===== src/rtl/hsh_pkg.sv =====
package hsh_pkg;

	// ----------------------------------------
	// widths
	// ----------------------------------------
	localparam int unsigned WORD_W = 32;
	localparam int unsigned REG_W = 64;
	localparam int unsigned RD_W = 5;

	// ----------------------------------------
	// 256-family rotate and shift amounts
	// ----------------------------------------
	localparam int unsigned S256_SIG0_R1 = 7;
	localparam int unsigned S256_SIG0_R2 = 18;
	localparam int unsigned S256_SIG0_SH = 3;
	localparam int unsigned S256_SIG1_R1 = 17;
	localparam int unsigned S256_SIG1_R2 = 19;
	localparam int unsigned S256_SIG1_SH = 10;
	localparam int unsigned S256_SUM0_R1 = 2;
	localparam int unsigned S256_SUM0_R2 = 13;
	localparam int unsigned S256_SUM0_R3 = 22;
	localparam int unsigned S256_SUM1_R1 = 6;
	localparam int unsigned S256_SUM1_R2 = 11;
	localparam int unsigned S256_SUM1_R3 = 25;

	// ----------------------------------------
	// 512-family rotate and shift amounts
	// ----------------------------------------
	localparam int unsigned S512_SIG0_R1 = 1;
	localparam int unsigned S512_SIG0_R2 = 8;
	localparam int unsigned S512_SIG0_SH = 7;
	localparam int unsigned S512_SIG1_R1 = 19;
	localparam int unsigned S512_SIG1_R2 = 61;
	localparam int unsigned S512_SIG1_SH = 6;
	localparam int unsigned S512_SUM0_R1 = 28;
	localparam int unsigned S512_SUM0_R2 = 34;
	localparam int unsigned S512_SUM0_R3 = 39;
	localparam int unsigned S512_SUM1_R1 = 14;
	localparam int unsigned S512_SUM1_R2 = 18;
	localparam int unsigned S512_SUM1_R3 = 41;

	// ----------------------------------------
	// reset values
	// ----------------------------------------
	localparam logic [REG_W-1:0] WB_DATA_RST = 64'h0000000000000000;
	localparam logic [RD_W-1:0] WB_RD_RST = 5'h00;

	// ----------------------------------------
	// operations
	// ----------------------------------------
	typedef enum logic [3:0] {
		HASH256_SMALL_SIGMA_ZERO,
		HASH256_SMALL_SIGMA_ONE,
		HASH256_BIG_SIGMA_ZERO,
		HASH256_BIG_SIGMA_ONE,
		HASH512_SMALL_SIGMA_ZERO_LOWER,
		HASH512_SMALL_SIGMA_ZERO_UPPER,
		HASH512_SMALL_SIGMA_ONE_LOWER,
		HASH512_SMALL_SIGMA_ONE_UPPER,
		HASH512_BIG_SIGMA_ZERO_SPLIT,
		HASH512_BIG_SIGMA_ONE_SPLIT
	} hsh_op_t;

	function automatic logic [WORD_W-1:0] ror32(input logic [WORD_W-1:0] x,
			input int unsigned n);
		return (x >> n) | (x << (WORD_W - n));
	endfunction : ror32

	function automatic logic [REG_W-1:0] ror64(input logic [REG_W-1:0] x,
			input int unsigned n);
		return (x >> n) | (x << (REG_W - n));
	endfunction : ror64

endpackage : hsh_pkg


===== src/rtl/hsh_unit.sv =====
`timescale 1ns/10ps
`default_nettype none

module hsh_unit (
	input wire logic core_clk_in,
	input wire logic rst_n_in,
	input wire logic xlen64_in,
	input wire logic issue_valid_in,
	input wire hsh_pkg::hsh_op_t issue_op_in,
	input wire logic [4:0] issue_rd_in,
	input wire logic [63:0] first_source_register_in,
	input wire logic [63:0] second_source_register_in,
	output logic wb_valid_out,
	output logic wb_illegal_out,
	output logic [4:0] wb_rd_out,
	output logic [63:0] wb_data_out
);

	// ----------------------------------------
	// operand forming
	// ----------------------------------------
	logic [31:0] word_w;
	logic [31:0] ssz_w;
	logic [31:0] sso_w;
	logic [31:0] bsz_w;
	logic [31:0] bso_w;
	logic [63:0] pair_w;
	logic [63:0] ssz64_w;
	logic [63:0] sso64_w;
	logic [63:0] bsz64_w;
	logic [63:0] bso64_w;
	logic [63:0] pair_sw_w;
	logic [63:0] ssz64_sw_w;
	logic [63:0] sso64_sw_w;

	// low 32 bits are the whole register on a 32-bit machine
	assign word_w = first_source_register_in[31:0];
	// second source is the more significant half of the pair
	assign pair_w = {second_source_register_in[31:0], first_source_register_in[31:0]};
	// upper ops get the high word in the first source, so their pair is the other way round
	assign pair_sw_w = {first_source_register_in[31:0], second_source_register_in[31:0]};

	hsh_word_xform u_word_xform (
		.word_in(word_w),
		.small_sigma_zero_out(ssz_w),
		.small_sigma_one_out(sso_w),
		.big_sigma_zero_out(bsz_w),
		.big_sigma_one_out(bso_w)
	);

	// ----------------------------------------
	// 512-family transforms on the pair
	// ----------------------------------------
	always_comb begin
		ssz64_w = hsh_pkg::ror64(pair_w, hsh_pkg::S512_SIG0_R1)
			^ hsh_pkg::ror64(pair_w, hsh_pkg::S512_SIG0_R2)
			^ (pair_w >> hsh_pkg::S512_SIG0_SH);
		sso64_w = hsh_pkg::ror64(pair_w, hsh_pkg::S512_SIG1_R1)
			^ hsh_pkg::ror64(pair_w, hsh_pkg::S512_SIG1_R2)
			^ (pair_w >> hsh_pkg::S512_SIG1_SH);
		bsz64_w = hsh_pkg::ror64(pair_w, hsh_pkg::S512_SUM0_R1)
			^ hsh_pkg::ror64(pair_w, hsh_pkg::S512_SUM0_R2)
			^ hsh_pkg::ror64(pair_w, hsh_pkg::S512_SUM0_R3);
		bso64_w = hsh_pkg::ror64(pair_w, hsh_pkg::S512_SUM1_R1)
			^ hsh_pkg::ror64(pair_w, hsh_pkg::S512_SUM1_R2)
			^ hsh_pkg::ror64(pair_w, hsh_pkg::S512_SUM1_R3);
		// shifts are not symmetric, so the small sigmas need the reordered pair too
		ssz64_sw_w = hsh_pkg::ror64(pair_sw_w, hsh_pkg::S512_SIG0_R1)
			^ hsh_pkg::ror64(pair_sw_w, hsh_pkg::S512_SIG0_R2)
			^ (pair_sw_w >> hsh_pkg::S512_SIG0_SH);
		sso64_sw_w = hsh_pkg::ror64(pair_sw_w, hsh_pkg::S512_SIG1_R1)
			^ hsh_pkg::ror64(pair_sw_w, hsh_pkg::S512_SIG1_R2)
			^ (pair_sw_w >> hsh_pkg::S512_SIG1_SH);
	end

	// ----------------------------------------
	// result select and writeback stage
	// ----------------------------------------
	logic wb_valid_d;
	logic wb_valid_q;
	logic wb_illegal_d;
	logic wb_illegal_q;
	logic [4:0] wb_rd_d;
	logic [4:0] wb_rd_q;
	logic [63:0] wb_data_d;
	logic [63:0] wb_data_q;
	logic [31:0] res32_w;
	logic is_split_w;

	// every operand reaches writeback after exactly one edge; no early-out paths
	always_comb begin
		res32_w = 32'h00000000;
		is_split_w = 1'b0;
		unique case (issue_op_in)
			// same word transforms for the 224 and 256 digests
			hsh_pkg::HASH256_SMALL_SIGMA_ZERO: res32_w = ssz_w;
			hsh_pkg::HASH256_SMALL_SIGMA_ONE: res32_w = sso_w;
			hsh_pkg::HASH256_BIG_SIGMA_ZERO: res32_w = bsz_w;
			hsh_pkg::HASH256_BIG_SIGMA_ONE: res32_w = bso_w;
			hsh_pkg::HASH512_SMALL_SIGMA_ZERO_LOWER: begin
				res32_w = ssz64_w[31:0];
				is_split_w = 1'b1;
			end
			hsh_pkg::HASH512_SMALL_SIGMA_ZERO_UPPER: begin
				// high word arrives in the first source for the upper op
				res32_w = ssz64_sw_w[63:32];
				is_split_w = 1'b1;
			end
			hsh_pkg::HASH512_SMALL_SIGMA_ONE_LOWER: begin
				res32_w = sso64_w[31:0];
				is_split_w = 1'b1;
			end
			hsh_pkg::HASH512_SMALL_SIGMA_ONE_UPPER: begin
				res32_w = sso64_sw_w[63:32];
				is_split_w = 1'b1;
			end
			hsh_pkg::HASH512_BIG_SIGMA_ZERO_SPLIT: begin
				// rotation is symmetric: the swapped issue yields the other half
				res32_w = bsz64_w[31:0];
				is_split_w = 1'b1;
			end
			hsh_pkg::HASH512_BIG_SIGMA_ONE_SPLIT: begin
				res32_w = bso64_w[31:0];
				is_split_w = 1'b1;
			end
			default: begin
				res32_w = 32'h00000000;
				is_split_w = 1'b1;
			end
		endcase
		wb_valid_d = issue_valid_in;
		wb_rd_d = issue_valid_in ? issue_rd_in : wb_rd_q;
		wb_illegal_d = issue_valid_in & is_split_w & xlen64_in;
		if (!issue_valid_in) begin
			wb_data_d = wb_data_q;
		end else if (wb_illegal_d) begin
			wb_data_d = hsh_pkg::WB_DATA_RST;
		end else if (xlen64_in) begin
			wb_data_d = {{32{res32_w[31]}}, res32_w};
		end else begin
			wb_data_d = {32'h00000000, res32_w};
		end
		// unknown op codes are refused on either register width
		if (issue_valid_in && is_split_w && res32_w == 32'h00000000
				&& !(issue_op_in inside {hsh_pkg::HASH512_SMALL_SIGMA_ZERO_LOWER,
				hsh_pkg::HASH512_SMALL_SIGMA_ZERO_UPPER,
				hsh_pkg::HASH512_SMALL_SIGMA_ONE_LOWER,
				hsh_pkg::HASH512_SMALL_SIGMA_ONE_UPPER,
				hsh_pkg::HASH512_BIG_SIGMA_ZERO_SPLIT,
				hsh_pkg::HASH512_BIG_SIGMA_ONE_SPLIT})) begin
			wb_illegal_d = 1'b1;
			wb_data_d = hsh_pkg::WB_DATA_RST;
		end
	end

	always_ff @(posedge core_clk_in) begin
		if (!rst_n_in) begin
			wb_valid_q <= 1'b0;
			wb_illegal_q <= 1'b0;
			wb_rd_q <= hsh_pkg::WB_RD_RST;
			wb_data_q <= hsh_pkg::WB_DATA_RST;
		end else begin
			wb_valid_q <= wb_valid_d;
			wb_illegal_q <= wb_illegal_d;
			wb_rd_q <= wb_rd_d;
			wb_data_q <= wb_data_d;
		end
	end

	assign wb_valid_out = wb_valid_q;
	assign wb_illegal_out = wb_illegal_q;
	assign wb_rd_out = wb_rd_q;
	assign wb_data_out = wb_data_q;

	logic [31:0] a_w;
	logic [31:0] b_w;
	logic ok32_w;
	assign a_w = first_source_register_in[31:0];
	assign b_w = second_source_register_in[31:0];
	assign ok32_w = issue_valid_in && !xlen64_in;
endmodule : hsh_unit

`default_nettype wire


===== src/rtl/hsh_word_xform.sv =====
`timescale 1ns/10ps
`default_nettype none

module hsh_word_xform (
	input wire logic [31:0] word_in,
	output logic [31:0] small_sigma_zero_out,
	output logic [31:0] small_sigma_one_out,
	output logic [31:0] big_sigma_zero_out,
	output logic [31:0] big_sigma_one_out
);

	// ----------------------------------------
	// 256-family word transforms
	// ----------------------------------------
	// pure xor of fixed wiring: no data-dependent path length
	always_comb begin
		small_sigma_zero_out = hsh_pkg::ror32(word_in, hsh_pkg::S256_SIG0_R1)
			^ hsh_pkg::ror32(word_in, hsh_pkg::S256_SIG0_R2)
			^ (word_in >> hsh_pkg::S256_SIG0_SH);
		small_sigma_one_out = hsh_pkg::ror32(word_in, hsh_pkg::S256_SIG1_R1)
			^ hsh_pkg::ror32(word_in, hsh_pkg::S256_SIG1_R2)
			^ (word_in >> hsh_pkg::S256_SIG1_SH);
		big_sigma_zero_out = hsh_pkg::ror32(word_in, hsh_pkg::S256_SUM0_R1)
			^ hsh_pkg::ror32(word_in, hsh_pkg::S256_SUM0_R2)
			^ hsh_pkg::ror32(word_in, hsh_pkg::S256_SUM0_R3);
		big_sigma_one_out = hsh_pkg::ror32(word_in, hsh_pkg::S256_SUM1_R1)
			^ hsh_pkg::ror32(word_in, hsh_pkg::S256_SUM1_R2)
			^ hsh_pkg::ror32(word_in, hsh_pkg::S256_SUM1_R3);
	end

endmodule : hsh_word_xform

`default_nettype wire


===== config.mk =====
export PLATFORM = sky130hd
export DESIGN_NAME = hsh_unit
export DESIGN_NICKNAME = d
export VERILOG_FILES = /design/src/rtl/hsh_pkg.sv /design/src/rtl/hsh_unit.sv /design/src/rtl/hsh_word_xform.sv
export SDC_FILE = /design/constraint.sdc
export NUM_CORES = 1
export LEC_CHECK = 0
export BUFFER_PORTS_ARGS = -buffer_cell sky130_fd_sc_hd__buf_2
export CORE_UTILIZATION = 55
export CTS_CLUSTER_SIZE = 10
export DETAILED_ROUTE_END_ITERATION = 16
export GPL_TIMING_DRIVEN = 0
export PLACE_DENSITY = 0.84
export SYNTH_ARGS = -nofsm -noshare
export SYNTH_HDL_FRONTEND = slang
export SYNTH_SLANG_ARGS = --single-unit

===== constraint.sdc =====
create_clock -name core_clk_in -period 2 [get_ports core_clk_in]
set_clock_uncertainty 0.15 [all_clocks]
set_input_delay 0.1 -clock core_clk_in [delete_from_list [all_inputs] [get_ports core_clk_in]]
set_output_delay 0.1 -clock core_clk_in [all_outputs]
set_load 0.02 [all_outputs]

==> impl_metrics.tcl <==
set metrics [dict create \
    p_leak_nw 3.25 \
    ir_drop_v 0.000283 \
    synthArstFlopShare_pct 0 \
    rsz0062_at_grt "yes" \
    synth_top_cell_by_area "xnor2_1" \
    slew_headroom_pct 29.5 \
    synth_seq_cells 40 \
    dp_hpwl_mm 26.7 \
    syn_area_um2 7560 \
    synth.distinct_cells 51 \
    num_vias 8111 \
    worstSetupStartpointType "input port" \
    diodes 0 \
    synth_top_area_share_pct 42.3 \
    first_iter_violations 1354 \
    clk_pin_slew_ps 60 \
    period_share_pct 103 \
    yosysMostFrequentCell "xnor2_1" \
    grt-ovfl-total 0 \
    worstPathMaxFanout 10 \
    worstMarginPinSlew_ps 1060 \
    syn-num-nets 1036 \
    grt_max_degree 34 \
    drive_above_1_share_pct 23.2 \
    setup_viol 6 \
    cts_root_buffer "clkbuf_16" \
    cts_tree "built" \
    synth.avg_cell_area_um2 8.44 \
    maxCapViolCount 0 \
    port_buffers 88 \
    hold_viol 0 \
    firstDrtPassIters 8 \
    hold_path_class "input port to flip-flop" \
    h-tree-depth 2 \
    rows 42 \
    ant_nets 0 \
    finalWirelength_mm 37.2 \
    synth_edf_count 0 \
    tns_ps -193 \
    grt_pass1_vias 7590 \
    fin_nets 1142 \
    ys_top_cells_by_count "365 x xnor2_1, 92 x a22oi_1, 65 x buf_2" \
    netlist_top_cells_area "xnor2_1 42%, dfxtp_1 11%, a22oi_1 9.1%" \
    path_class "input port to flip-flop" \
    holdWs_ps 85.9 \
    synth_seq_area_share_pct 10.6 \
    yosysWarningCount 0 \
    yosys_most_used_dff "dfxtp_1" \
    timing.final.crit_period_ps 2060 \
    status "finished with violations" \
    area_delta_synth_final_pct 13.5 \
    power-per-cell-area_nw_per_um2 496 \
    wl_per_cell_um 31.6 \
    cts_buffer_depth 2 \
    clk-insertion-delay-late_ps 300 \
    routed_via_density 6.89 \
    violations "negative setup slack" \
    io_pins 212 \
    cp_data_required_time_ps 2040 \
    numCtsBuffers 5 \
    setup_slack_ps -62.3 \
    syn_inst 895 \
    dieWidth_um 119 \
    multi_input_area_um2 5900 \
    crit_arrival_ps 2100 \
    end_kind "flip-flop" \
    start_util_pct 56.8 \
    fmax_mhz 485 \
    drc_errors 0 \
    cts.sinks 40 \
    core_area_um2 13300 \
    die_area_um2 14200 \
    fillCellCount 1176 \
    grt_pass1_wl_mm 51.8 \
    antenna_found_initial 0 \
    slew_viol_final 0 \
    regArea_um2 802 \
    die_y_um 119 \
    place.gp.congestion 1.11 \
    grt_usage_pct 51.3 \
]
==> flip-flops by register name (all words and copies together) (netlist names) <==
register / flops
wb_data_out: 33
wb_rd_out: 5
wb_valid_out: 1
wb_illegal_out: 1
==> final cells by class <==
cell class	count	area share [%]
multi-input cells	687	68.7
flip-flops and latches	40	9.35
well taps	176	2.57
clock inverters	2	0.408
inverters	7	0.306
clock buffers	6	1.50
plain buffers	159	10.6
repair buffers	101	6.56
==> cell usage in the layout, fill, tap and decap left out, types with 4 or more instances in the layout <==
master | Yosys | layout
dfxtp_1 | 40 | 39
o221ai_1 | 4 | 4
inv_1 | 7 | 7
xnor3_1 | 8 | 8
buf_2 | 65 | 147
clkbuf_2 | 0 | 11
a22oi_1 | 92 | 91
buf_4 | 39 | 40
a31oi_1 | 5 | 5
clkbuf_4 | 0 | 4
a22o_1 | 32 | 32
xnor2_1 | 365 | 364
mux2i_1 | 8 | 8
xor2_1 | 33 | 33
o22ai_1 | 24 | 24
a221oi_1 | 10 | 9
o21bai_1 | 6 | 6
nor2_1 | 8 | 8
dlygate4sd3_1 | 0 | 11
a221o_1 | 5 | 5
buf_6 | 6 | 7
nand4_1 | 26 | 26
clkbuf_1 | 49 | 38
clkbuf_16 | 0 | 5
a21o_1 | 5 | 5
nor2b_1 | 7 | 7
a211oi_1 | 6 | 6
nand2_1 | 4 | 4
==> worst paths after layout <==
kind,start,to,slack (ps),depth (start not counted)
hold reg to reg,wb_data_out[18],wb_data_out[18],290,1
setup reg to reg,wb_rd_out[3],wb_rd_out[3],690,3
setup / recovery,first_source_register_in[22],wb_data_out[15],-60,7
hold / removal,issue_valid_in,wb_illegal_out,90,3
==> logic make-up after synthesis <==
group | share of synthesized area [%]
flip-flops | 10.6
multiplexers | 1.06
AO/OA/AOI/OAI | 20.7
buffers and inverters | 12.0
AND/OR/NAND/NOR | 6.86
XOR/XNOR | 48.8
==> worst max-delay path: stages <==
cell and delay [ps]:
buf_2 330, clkbuf_4 400, xnor2_1 120, xnor2_1 140, a22oi_1 420, nand4_1 300
a22o_1 280
==> power by group <==
| part | leakage (nW) | switching [mW] | internal [mW] |
|---|---|---|---|
| clock | 0.0808 | 0.344 | 0.587 |
| combinational | 2.85 | 1.46 | 0.998 |
| sequential | 0.326 | 0.0249 | 0.838 |
| total | 3.25 | 1.83 | 2.42 |
==> routing by layer <==
layer	track usage, %	vias up	routed length [um]
li1	-	3268	-
met1	62.4	3732	13300
met2	71.0	878	14500
met3	24.3	231	6380
met4	34.3	2	2970
met5	0	-	19
==> metrics by stage <==
stage,cell area [um2],total power [mW],utilization (%),setup WS (ps),std cells
after CTS,8500,4.10,63.9,1.30,1178
after detailed placement,8220,3.16,61.8,-538,1159
after floorplan,7560,2.56,-,317,895
final,8580,4.25,64.5,-62.3,1178
after global routing,8580,4.33,64.5,-26.6,1178
after global placement,8220,3.16,61.8,-571,1159
==> repair_timing <==
item,in CTS,in global routing
pin swaps,0,4
buffers inserted,0,1
gates resized for setup,7,28
hold buffers,11,0
cloned,0,1
endpoints found under the hold margin,8,0
endpoints found under the setup margin,20,59
No activity file was read; power rests on OpenSTA's default activity.
